[src/rtl/pemon_consts.svh]
// pemon_consts.svh: named constants for the power and energy monitor core
// assumes it is included by bare name from files under rtl/
`ifndef PEMON_CONSTS_SVH
`define PEMON_CONSTS_SVH

// ==========================================================
// widths
`define PEMON_SAMPLE_W 12
`define PEMON_POWER_W 24
`define PEMON_SUM_W 31
`define PEMON_ACC_W 24
`define PEMON_ROLL_W 8
`define PEMON_CNT_W 24
`define PEMON_AVG_MAX 3'h7

// ==========================================================
// address building
`define PEMON_ADDR_BASE 3'h3
`define PEMON_PIN_LOW 2'h0
`define PEMON_PIN_RES 2'h1
`define PEMON_PIN_FLOAT 2'h2
`define PEMON_PIN_HIGH 2'h3

// ==========================================================
// reset values
`define PEMON_MIN_RESET_I 12'h7FF
`define PEMON_MAX_RESET_I 12'h800
`define PEMON_MIN_RESET_P 24'hFFFFFF
`define PEMON_ZERO_P 24'h000000
`define PEMON_ZERO_V 12'h000

`endif

[src/rtl/pemon_pkg.sv]
// pemon_pkg.sv: shared types of the power and energy monitor core
// assumes pemon_consts.svh sits beside it
`include "pemon_consts.svh"

package pemon_pkg;
    // ==========================================================
    // sequencing states
    typedef enum logic [1:0] {
        PEMON_IDLE,
        PEMON_REQ,
        PEMON_WAIT
    } pemon_state_t;

    // current sense full-scale ranges
    typedef enum logic [1:0] {
        PEMON_I_25MV,
        PEMON_I_50MV,
        PEMON_I_100MV,
        PEMON_I_200MV
    } pemon_irange_t;

    // primary voltage full-scale ranges
    typedef enum logic [1:0] {
        PEMON_V_1V2,
        PEMON_V_7V6,
        PEMON_V_21V
    } pemon_vrange_t;
endpackage

[src/rtl/pemon_core.sv]
// pemon_core.sv: sample sequencer, averaging, power, energy and extremes
// assumes an external converter answering each request with one
// current/voltage/auxiliary set, and a bus front end giving pulses
`timescale 1ns/1ps
`default_nettype none
`include "pemon_consts.svh"

// Behaviour
// average over 2^N samples, N 0..7
// average power from per-sample products
// signed current, four selectable ranges
// primary voltage range from three options
// auxiliary voltage fixed range only
// ranges come from the setup command
// single shot samples, averages, then stops
// continuous mode samples forever, newest shown
// convert bit starts one single shot
// group convert waits for bus stop
// trigger pin starts a single shot
// product of each pair is input power
// power accumulates, overflow bumps rollover
// each accumulation bumps sample counter
// energy read returns coherent snapshot
// track peaks, minima and maxima
// 7-bit address from two pins
// each pin resolves to four states
// pin codes map in order, high first
// single shot ignored while one runs
module pemon_core (
    input wire logic ref_clk,
    input wire logic rst,
    // configuration from the setup command
    input wire logic setup_write,
    input wire logic setup_continuous,
    input wire logic [2:0] setup_avg_exp,
    input wire logic [1:0] setup_current_range,
    input wire logic [1:0] setup_voltage_range,
    input wire logic setup_trigger_pin_enable,
    // trigger command
    input wire logic trigger_convert_write,
    input wire logic trigger_in_group,
    input wire logic bus_stop,
    input wire logic multifunction_pin_one,
    // converter handshake
    output logic sample_trigger_pin_request,
    input wire logic sample_trigger_pin_valid,
    input wire logic [11:0] sample_trigger_pin_current,
    input wire logic [11:0] sample_trigger_pin_voltage,
    input wire logic [11:0] sample_trigger_pin_aux,
    // range steering to the analog front end
    output logic [1:0] current_range,
    output logic [1:0] voltage_range,
    // address pins
    input wire logic [1:0] address_select_low_pin,
    input wire logic [1:0] address_select_high_pin,
    output logic [6:0] bus_address,
    // readings
    output logic [11:0] avg_current,
    output logic [11:0] avg_voltage,
    output logic [11:0] avg_aux,
    output logic [23:0] avg_power,
    output logic result_ready,
    output logic busy,
    // energy snapshot
    input wire logic energy_read,
    output logic [23:0] energy_acc,
    output logic [7:0] energy_rollover,
    output logic [23:0] energy_count,
    // extremes
    input wire logic clear_peaks,
    output logic [11:0] peak_voltage,
    output logic [11:0] peak_aux,
    output logic [11:0] lowest_current,
    output logic [11:0] highest_current,
    output logic [23:0] lowest_power,
    output logic [23:0] highest_power
);
    // ==========================================================
    // all state in one struct
    typedef struct packed {
        pemon_pkg::pemon_state_t state;
        logic continuous;
        logic [2:0] avg_exp;
        logic [1:0] irange;
        logic [1:0] vrange;
        logic pin_en;
        logic pend_group;
        logic pin_s1;
        logic pin_s2;
        logic pin_s3;
        logic [7:0] cnt;
        logic signed [`PEMON_SUM_W-1:0] sum_i;
        logic [`PEMON_SUM_W-1:0] sum_v;
        logic [`PEMON_SUM_W-1:0] sum_a;
        logic signed [`PEMON_SUM_W+7:0] sum_p;
        logic req;
        logic [11:0] o_i;
        logic [11:0] o_v;
        logic [11:0] o_a;
        logic [23:0] o_p;
        logic ready;
        logic [`PEMON_ACC_W-1:0] acc;
        logic [`PEMON_ROLL_W-1:0] roll;
        logic [`PEMON_CNT_W-1:0] scnt;
        logic [23:0] snap_acc;
        logic [7:0] snap_roll;
        logic [23:0] snap_cnt;
        logic [11:0] pk_v;
        logic [11:0] pk_a;
        logic [11:0] mn_i;
        logic [11:0] mx_i;
        logic [23:0] mn_p;
        logic [23:0] mx_p;
        logic busy;
    } pemon_core_state_t;

    pemon_core_state_t st_reg;
    pemon_core_state_t st_next;

    // per-sample product, signed current times unsigned voltage
    logic signed [23:0] prod;
    logic signed [24:0] prod_full;
    logic [`PEMON_ACC_W:0] acc_sum;
    logic [7:0] target;
    logic start_req;
    logic pin_rise;

    // ==========================================================
    // combinational helpers
    // truncating the 25-bit product keeps 24 bits; 12x12 signed fits 24
    assign prod_full = $signed(sample_trigger_pin_current) * $signed({1'b0, sample_trigger_pin_voltage});
    assign prod = prod_full[23:0];
    // energy adds positive products only; a negative product adds zero, not accumulated as debit
    assign acc_sum = {1'b0, st_reg.acc} + {1'b0, (prod[23] ? 24'h000000 : prod)};
    assign target = 8'h01 << st_reg.avg_exp;
    // pin edge read only from second and third stages
    assign pin_rise = st_reg.pin_s2 & ~st_reg.pin_s3;
    always_comb begin
        start_req = 1'b0;
        if (!st_reg.continuous) begin
            if (trigger_convert_write && !trigger_in_group) begin
                start_req = 1'b1;
            end
            if (bus_stop && st_reg.pend_group) begin
                start_req = 1'b1;
            end
            if (st_reg.pin_en && pin_rise) begin
                start_req = 1'b1;
            end
        end
    end

    // ==========================================================
    // next-state logic
    always_comb begin
        st_next = st_reg;
        st_next.pin_s1 = multifunction_pin_one;
        st_next.pin_s2 = st_reg.pin_s1;
        st_next.pin_s3 = st_reg.pin_s2;
        st_next.req = 1'b0;
        st_next.ready = 1'b0;

        // setup command loads ranges and mode; aux has no range field
        if (setup_write) begin
            st_next.continuous = setup_continuous;
            st_next.avg_exp = (setup_avg_exp > `PEMON_AVG_MAX) ? `PEMON_AVG_MAX : setup_avg_exp;
            st_next.irange = setup_current_range;
            // reserved code falls back to the widest range
            st_next.vrange = (setup_voltage_range == 2'h3) ? 2'h2 : setup_voltage_range;
            st_next.pin_en = setup_trigger_pin_enable;
        end

        // group convert held until the stop condition
        if (trigger_convert_write && trigger_in_group && !st_reg.continuous) begin
            st_next.pend_group = 1'b1;
        end else if (bus_stop) begin
            st_next.pend_group = 1'b0;
        end

        case (st_reg.state)
            pemon_pkg::PEMON_IDLE: begin
                if (st_reg.continuous || start_req) begin
                    st_next.state = pemon_pkg::PEMON_REQ;
                    st_next.cnt = 8'h00;
                    st_next.sum_i = '0;
                    st_next.sum_v = '0;
                    st_next.sum_a = '0;
                    st_next.sum_p = '0;
                end
            end
            pemon_pkg::PEMON_REQ: begin
                // starts arriving here are dropped
                st_next.req = 1'b1;
                st_next.state = pemon_pkg::PEMON_WAIT;
            end
            pemon_pkg::PEMON_WAIT: begin
                if (sample_trigger_pin_valid) begin
                    st_next.sum_i = st_reg.sum_i + `PEMON_SUM_W'($signed(sample_trigger_pin_current));
                    st_next.sum_v = st_reg.sum_v + `PEMON_SUM_W'(sample_trigger_pin_voltage);
                    st_next.sum_a = st_reg.sum_a + `PEMON_SUM_W'(sample_trigger_pin_aux);
                    st_next.sum_p = st_reg.sum_p + (`PEMON_SUM_W+8)'(prod);
                    st_next.cnt = st_reg.cnt + 8'h01;
                    // energy accumulation with rollover and sample count
                    st_next.acc = acc_sum[`PEMON_ACC_W-1:0];
                    if (acc_sum[`PEMON_ACC_W]) begin
                        st_next.roll = st_reg.roll + 8'h01;
                    end
                    st_next.scnt = st_reg.scnt + 24'h000001;
                    if (st_reg.cnt + 8'h01 == target) begin
                        // 2^N average by right shift, arithmetic for current and power, logical for voltage and aux
                        st_next.o_i = 12'(st_next.sum_i >>> st_reg.avg_exp);
                        st_next.o_v = 12'(st_next.sum_v >> st_reg.avg_exp);
                        st_next.o_a = 12'(st_next.sum_a >> st_reg.avg_exp);
                        st_next.o_p = 24'(st_next.sum_p >>> st_reg.avg_exp);
                        st_next.ready = 1'b1;
                        // single shot stops, continuous rearms
                        st_next.state = st_reg.continuous ? pemon_pkg::PEMON_REQ
                                                          : pemon_pkg::PEMON_IDLE;
                        st_next.cnt = 8'h00;
                        st_next.sum_i = '0;
                        st_next.sum_v = '0;
                        st_next.sum_a = '0;
                        st_next.sum_p = '0;
                    end else begin
                        st_next.state = pemon_pkg::PEMON_REQ;
                    end
                end
            end
            default: begin
                st_next.state = pemon_pkg::PEMON_IDLE;
            end
        endcase
        // busy registered so the port comes straight from a flip-flop
        st_next.busy = (st_next.state != pemon_pkg::PEMON_IDLE);

        // extremes track each averaged result; clear loses to a same-cycle update
        if (clear_peaks) begin
            st_next.pk_v = `PEMON_ZERO_V;
            st_next.pk_a = `PEMON_ZERO_V;
            st_next.mn_i = `PEMON_MIN_RESET_I;
            st_next.mx_i = `PEMON_MAX_RESET_I;
            st_next.mn_p = `PEMON_MIN_RESET_P;
            st_next.mx_p = `PEMON_ZERO_P;
        end
        if (st_next.ready) begin
            if (st_next.o_v > st_next.pk_v) st_next.pk_v = st_next.o_v;
            if (st_next.o_a > st_next.pk_a) st_next.pk_a = st_next.o_a;
            if ($signed(st_next.o_i) < $signed(st_next.mn_i)) st_next.mn_i = st_next.o_i;
            if ($signed(st_next.o_i) > $signed(st_next.mx_i)) st_next.mx_i = st_next.o_i;
            // reset marker compared after a same-cycle clear, so the update still wins
            if ($signed(st_next.o_p) < $signed(st_next.mn_p) || st_next.mn_p == `PEMON_MIN_RESET_P) begin
                st_next.mn_p = st_next.o_p;
            end
            if ($signed(st_next.o_p) > $signed(st_next.mx_p)) st_next.mx_p = st_next.o_p;
        end

        // snapshot taken at the read so all three fields match
        if (energy_read) begin
            st_next.snap_acc = st_reg.acc;
            st_next.snap_roll = st_reg.roll;
            st_next.snap_cnt = st_reg.scnt;
        end
    end

    // ==========================================================
    // state register
    always_ff @(posedge ref_clk or posedge rst) begin
        if (rst) begin
            st_reg <= '0;
            st_reg.state <= pemon_pkg::PEMON_IDLE;
            st_reg.mn_i <= `PEMON_MIN_RESET_I;
            st_reg.mx_i <= `PEMON_MAX_RESET_I;
            st_reg.mn_p <= `PEMON_MIN_RESET_P;
        end else begin
            st_reg <= st_next;
        end
    end

    // ==========================================================
    // address decode
    pemon_addr_decode u_addr (
        .ref_clk(ref_clk),
        .rst(rst),
        .address_select_low_pin(address_select_low_pin),
        .address_select_high_pin(address_select_high_pin),
        .bus_address(bus_address)
    );

    // outputs straight from the state register
    assign sample_trigger_pin_request = st_reg.req;
    assign current_range = st_reg.irange;
    assign voltage_range = st_reg.vrange;
    assign avg_current = st_reg.o_i;
    assign avg_voltage = st_reg.o_v;
    assign avg_aux = st_reg.o_a;
    assign avg_power = st_reg.o_p;
    assign result_ready = st_reg.ready;
    assign busy = st_reg.busy;
    assign energy_acc = st_reg.snap_acc;
    assign energy_rollover = st_reg.snap_roll;
    assign energy_count = st_reg.snap_cnt;
    assign peak_voltage = st_reg.pk_v;
    assign peak_aux = st_reg.pk_a;
    assign lowest_current = st_reg.mn_i;
    assign highest_current = st_reg.mx_i;
    assign lowest_power = st_reg.mn_p;
    assign highest_power = st_reg.mx_p;
endmodule
`default_nettype wire

[src/rtl/pemon_addr_decode.sv]
// pemon_addr_decode.sv: forms the 7-bit bus address from two four-level pins
// assumes the pin states come already resolved by the analog front end
`timescale 1ns/1ps
`default_nettype none
`include "pemon_consts.svh"

module pemon_addr_decode (
    input wire logic ref_clk,
    input wire logic rst,
    input wire logic [1:0] address_select_low_pin,
    input wire logic [1:0] address_select_high_pin,
    output logic [6:0] bus_address
);
    // ==========================================================
    // synchronise pin states, then register the address
    typedef struct packed {
        logic [3:0] sync1;
        logic [3:0] sync2;
        logic [6:0] addr;
    } pemon_adr_state_t;

    pemon_adr_state_t st_reg;
    pemon_adr_state_t st_next;

    // pin code order is ground, resistor, floating, rail
    always_comb begin
        st_next = st_reg;
        st_next.sync1 = {address_select_high_pin, address_select_low_pin};
        st_next.sync2 = st_reg.sync1;
        st_next.addr = {`PEMON_ADDR_BASE, st_reg.sync2};
    end

    always_ff @(posedge ref_clk or posedge rst) begin
        if (rst) begin
            st_reg <= '0;
        end else begin
            st_reg <= st_next;
        end
    end

    assign bus_address = st_reg.addr;
endmodule
`default_nettype wire

[config.mk]
export PLATFORM = sky130hd
export DESIGN_NAME = pemon_core
export DESIGN_NICKNAME = d
export VERILOG_FILES = /design/src/rtl/pemon_pkg.sv /design/src/rtl/pemon_core.sv /design/src/rtl/pemon_addr_decode.sv
export VERILOG_INCLUDE_DIRS = /design/src /design/src/rtl
export SDC_FILE = /design/constraint.sdc
export NUM_CORES = 2
export LEC_CHECK = 0
export BUFFER_PORTS_ARGS = -buffer_cell sky130_fd_sc_hd__buf_2
export CORE_MARGIN = 1.5
export CORE_UTILIZATION = 50
export CTS_BUF_LIST = sky130_fd_sc_hd__clkbuf_2
export DETAILED_ROUTE_END_ITERATION = 10
export PLACE_DENSITY = 0.79
export SYNTH_ARGS = -nofsm -noshare
export SYNTH_HDL_FRONTEND = slang
export SYNTH_SLANG_ARGS = --single-unit
[constraint.sdc]
create_clock -name ref_clk -period 12.4 [get_ports ref_clk]
set_input_delay 0.62 -clock ref_clk [delete_from_list [all_inputs] [get_ports ref_clk]]
set_output_delay 0.62 -clock ref_clk [all_outputs]
set_load 0.1 [all_outputs]
# Word level (Yosys, flattened, before mapping)
# Cells that the tools add are included.
# Widths: inputs -> output; s select.
# classes
n_div	0
bitwise_logic	2
n_shift	5
order_cmp	7
mul	1
eq_ne	7
add_sub_neg	8
mux	31
reduce_logical	16
# op_table
cell	count
$mux 140	3
$pmux 140 s2	1
$mux 117	2
$mux 96	2
$add 31x12->31	3
$shr 31x3->12	2
$mux 61	1
$mux 12	4
$mux 24	2
$add 39x24->39	1
$sshr 39x3->24	1
$gt 12x12->1	3
$sshr 31x3->12	1
$add 24x23->25	1
$add 24x1->24 const B	1
$eq 24x24->1 const B	1
$gt 24x24->1	1
$lt 24x24->1	1
$mul 12x13->24	1
$mux 23	1
$add 8x1->8 const B	2
$lt 12x12->1	1
$mux 1	9
$eq 8x8->1	1
18 further kinds	31
# word_totals
out_inout_bits	226
word_cells	114
rom_bits	0
n_memories	0
ram_bits	0
regBits	439
latch_bits	0

# Logic depth before layout (Yosys ltp)
# logic_depth
ltp_word	10
mapped_depth	51
ltp_nobuf	48

# Cells and area by module
# From an unflattened synthesis, not the netlist that was laid out.
# unflattened
hier_cells	3513
hier_area_um2	31984.4
# by_module_without_submodules
module	seq_area_each_um2	cells_per_inst	instances	area_per_inst_um2
pemon_core	9604.2	3495	1	31632.8
pemon_addr_decode	325.3	18	1	351.6

# Worst setup path after synthesis
# OpenSTA, ideal clock, no wires.
# synth_path
kind	input-to-reg
startpoint	input port sample_trigger_pin_current[5]
endpoint	register st_reg (netlist bit highest_power[10])
path_slack_ps	1774
setup_time_ps	125
required_ps	12275
path_buffers	3
stages	45
arrival_ps	10501
path_cell_list	clkbuf_1 > nand2_1 > fa_1 > inv_1 > ha_1 > fa_1 > inv_1 > fa_1 > fa_1 > inv_1 > ha_1 > a21oi_1 > o21bai_1 > a21oi_1 > nor2b_1 > o21a_1 > o31a_1 > o41ai_1 > (+9 left out) > xnor2_1 > nand2_1 > o21ai_0 > mux2i_1 > mux2_2 > mux2_2 > ha_1 > nand4_1 > nor2_1 > nand4_1 > or3_1 > or4_1 > o21ai_0 > nand4b_1 > nand3b_1 > o221ai_2 > buf_6 > mux2_4
# synth_rtl
item	line_no	rtl
start: declaration	pemon_core.sv:47	input wire logic [11:0] sample_trigger_pin_current,
end signal: assignment	pemon_core.sv:275	st_reg <= st_next;
end: declaration	pemon_core.sv:117	pemon_core_state_t st_reg;

==> impl_metrics.env <==
export IMPL_clkSinkCount=395
export IMPL_crit_path_capture_type="flop"
export IMPL_setup_tns_ns=0
export IMPL_max_cap_check_violation_count=0
export IMPL_worst_path_most_repeated_cell="sky130_fd_sc_hd__fa_1"
export IMPL_synth_area_top_cells="sky130_fd_sc_hd__dfrtp_1 28%, sky130_fd_sc_hd__ha_1 10%, sky130_fd_sc_hd__fa_1 6.6%"
export IMPL_holdCritPathClass="input pin to async pin"
export IMPL_num_vias=26000
export IMPL_criticalPathCategory="input pin to flop"
export IMPL_startpoint_type="input pin"
export IMPL_grt_pass1_vias=25900
export IMPL_max_slew_worst_pin_slew_ns=1.21
export IMPL_die_w_um=256
export IMPL_synth_sequential_area_ratio_pct=30.9
export IMPL_coreArea_um2=63300
export IMPL_drtAntennaViolNets=0
export IMPL_io_buffer_count=283
export IMPL_ys_ff_latch=395
export IMPL_synthDistinctLibCells=86
export IMPL_cts_htree_levels=3
export IMPL_worst_ep_arrival_time_ns=12.50
export IMPL_synthCells=3479
export IMPL_cts_tree="yes"
export IMPL_synth_flop_cell="sky130_fd_sc_hd__dfrtp_1"
export IMPL_overflow_left_after_global_routing=0
export IMPL_setup_violations_final=0
export IMPL_yosysWarningCount=0
export IMPL_cts_path_max_buffers=3
export IMPL_drt_iter0_drc=1922
export IMPL_numCtsBuffers=108
export IMPL_total_global_route_track_usage_pct=26.1
export IMPL_drt_pre_antenna_iters=7
export IMPL_grt_setup_unrepaired="false"
export IMPL_final_hold_viol_count=0
export IMPL_cts_root_buffer="sky130_fd_sc_hd__clkbuf_2"
export IMPL_timing_max_transition_violations_final=0
export IMPL_drt_drc_violations_left=0
export IMPL_synth_area_um2=32100
export IMPL_yosys_area_top_type="sky130_fd_sc_hd__dfrtp_1"
export IMPL_synthesis_nets=3904
export IMPL_asyncSetResetFlopFracSynth_pct=100
export IMPL_outcome="finished, final reports clean"
export IMPL_grt_pass1_wl_um=139000
export IMPL_routed_wirelength_um=86600
export IMPL_synthDominantCellAreaShare_pct=28.0
export IMPL_critPathRequiredTime_ns=13.49
export IMPL_worst_path_max_delay_cell="sky130_fd_sc_hd__a2111oi_0"
export IMPL_slew_limit_headroom_pct=19.0
export IMPL_final_min_period_over_clock_period_pct=92.0
export IMPL_route_detailed_wl_per_inst_um=19.2
export IMPL_clk_pin_slew_ns=0.10
export IMPL_antenna_found_initial=3
export IMPL_critical_path_max_stage_delay_ns=0.70
export IMPL_ios=285
export IMPL_clock_insertion_delay_worst_skew_ns=1.23
export IMPL_cp_buffers_inverters=6
export IMPL_number_of_setup_buffers_added_after_cts=0
export IMPL_floorplan_die_height_um=256
export IMPL_cp_depth=40
export IMPL_ff2ff_path_depth=22
export IMPL_area_growth_pct=6.02
export IMPL_grt_start_max_net_pins=120
export IMPL_critical_path_max_fanout=14
export IMPL_postSynthAreaPerCell_um2=9.24
export IMPL_place_hpwl_um=63800
export IMPL_layout_drive_gt1_share_pct=19.0
export IMPL_num_nets_final=3996
export IMPL_synth_enable_flop_cells=0
export IMPL_final_setup_skew_ns=0.149
export IMPL_drt_vias_per_instance=5.76
export IMPL_timing_fmax_mhz=87.6
export IMPL_floorplan_die_area_um2=65800
export IMPL_largest_register_ff_count=161
export IMPL_fin_crit_ns=11.41
export IMPL_place_gp_congestion=0.954
export IMPL_start_util_pct=50.7
export IMPL_std_cell_rows=92
export IMPL_cp_top_family="compound AO/OA/AOI/OAI gates"
## metal layers
metal,vias up,GRT usage (%),part of all wire (%)
li1,12200,-,-
met1,12600,32.2,41
met2,978,44.1,48
met3,230,4.24,5.7
met4,2,13.4,4.9
met5,-,0,0.012
## cell usage after synthesis (7+ instances only)
library cell                  n
sky130_fd_sc_hd__buf_4      220
sky130_fd_sc_hd__and2_1      68
sky130_fd_sc_hd__a211oi_1    30
sky130_fd_sc_hd__o22ai_1      9
sky130_fd_sc_hd__a21oi_1    171
sky130_fd_sc_hd__or2_2       33
sky130_fd_sc_hd__mux2_4      10
sky130_fd_sc_hd__nand3_1     48
sky130_fd_sc_hd__a2111oi_0   13
sky130_fd_sc_hd__a21o_1      54
sky130_fd_sc_hd__nor2b_1     59
sky130_fd_sc_hd__a31oi_1     18
sky130_fd_sc_hd__mux4_2      14
sky130_fd_sc_hd__clkbuf_1   119
sky130_fd_sc_hd__ha_1       260
sky130_fd_sc_hd__nor2_1     207
sky130_fd_sc_hd__a22o_1      62
sky130_fd_sc_hd__o21bai_1    18
sky130_fd_sc_hd__inv_1      234
sky130_fd_sc_hd__o21a_1      31
sky130_fd_sc_hd__nor4_1       8
sky130_fd_sc_hd__o221ai_1     7
sky130_fd_sc_hd__nand2_1    340
sky130_fd_sc_hd__xnor2_1     99
sky130_fd_sc_hd__dfstp_2     36
sky130_fd_sc_hd__nand4_1     43
sky130_fd_sc_hd__dfrtp_1    359
sky130_fd_sc_hd__buf_2        7
sky130_fd_sc_hd__mux2i_1    127
sky130_fd_sc_hd__and4_1       7
sky130_fd_sc_hd__o21ai_0    190
sky130_fd_sc_hd__nor3_1      43
sky130_fd_sc_hd__o31ai_1     23
sky130_fd_sc_hd__xor2_1      49
sky130_fd_sc_hd__fa_1       106
sky130_fd_sc_hd__o211ai_1    20
sky130_fd_sc_hd__nand3b_1     8
sky130_fd_sc_hd__or4_1       10
sky130_fd_sc_hd__and3_1      19
sky130_fd_sc_hd__nand2b_1    65
sky130_fd_sc_hd__mux2_2     101
sky130_fd_sc_hd__or3_1       14
sky130_fd_sc_hd__buf_1       21
## cell families (layout without fill, tap and decap cells)
kind of cell | after synthesis | after routing | share of synthesized area [%]
other | 2 | 4 | 0.0234
DFF | 395 | 395 | 30.9
AOI/OAI and AO/OA | 718 | 718 | 14.6
adders and majority gates | 366 | 366 | 16.7
muxes | 252 | 252 | 8.95
xor gates and xnor gates | 149 | 149 | 4.10
buffers and inverters | 606 | 788 | 9.70
and+or+nand+nor | 991 | 991 | 15.0
## worst min-delay path, stage by stage
cell	delay, ns
sky130_fd_sc_hd__dlygate4sd3_1	0.53
sky130_fd_sc_hd__buf_2	0.15
sky130_fd_sc_hd__inv_8	0.46
## stage by stage
| step | setup WS, ns | instances | hold WS (ns) | utilization (%) | cell area [um^2] |
|---|---|---|---|---|---|
| finish | 0.991 | 4509 | 0.0984 | 53.8 | 34100 |
| global route | 0.346 | 4509 | 0.0476 | 53.8 | 34100 |
| CTS | 1.24 | 4507 | 0.0144 | 53.8 | 34100 |
| detailed placement | 0.484 | 4266 | 0.336 | 51.5 | 32600 |
| global placement | 0.684 | 4266 | 0.331 | 51.5 | 32600 |
| floorplan | 0.857 | 3479 | 0.331 | - | 32100 |
## layout by cell type, fill, tap and decap left out, types with 127 or more instances in the layout
| master | Yosys | layout |
|---|---|---|
| sky130_fd_sc_hd__dfrtp_1 | 359 | 356 |
| sky130_fd_sc_hd__mux2i_1 | 127 | 127 |
| sky130_fd_sc_hd__nor2_1 | 207 | 207 |
| sky130_fd_sc_hd__ha_1 | 260 | 260 |
| sky130_fd_sc_hd__o21ai_0 | 190 | 189 |
| sky130_fd_sc_hd__nand2_1 | 340 | 339 |
| sky130_fd_sc_hd__buf_2 | 7 | 283 |
| sky130_fd_sc_hd__a21oi_1 | 171 | 170 |
| sky130_fd_sc_hd__clkbuf_2 | 0 | 151 |
| sky130_fd_sc_hd__inv_1 | 234 | 233 |
## path summary, 6_finish.rpt
path                                                 from               endpoint  slack, ns
setup / recovery           sample_trigger_pin_current[11]        lowest_power[1]       0.99
hold / removal                                        rst  u_addr.bus_address[3]        0.1
setup reg to reg                              st_reg[421]      highest_power[17]       4.21
hold reg to reg                              st_next[412]           st_next[411]       0.34
max in group asynchronous                             rst            st_reg[208]       9.97
min in group ref_clk            address_select_low_pin[0]      u_addr.st_next[7]       0.14
## what timing repair did
item,4_1_cts,5_1_grt
hold buffers,41,0
resized for setup,0,0
hold endpoints to repair,132,0
## layout make-up
class,instances,area [um^2]
clock inverter,49,269
clock buffer,151,756
tap,846,1060
timing repair buffer,350,2020
fill,5652,29200
inverter,238,901
antenna,2,5.00
sequential,395,9940
multi-input combinational,2478,19100
Power is left out: the tool's default activity adds up to more than one toggle a clock period on the data nets, which glitch-free logic cannot reach.
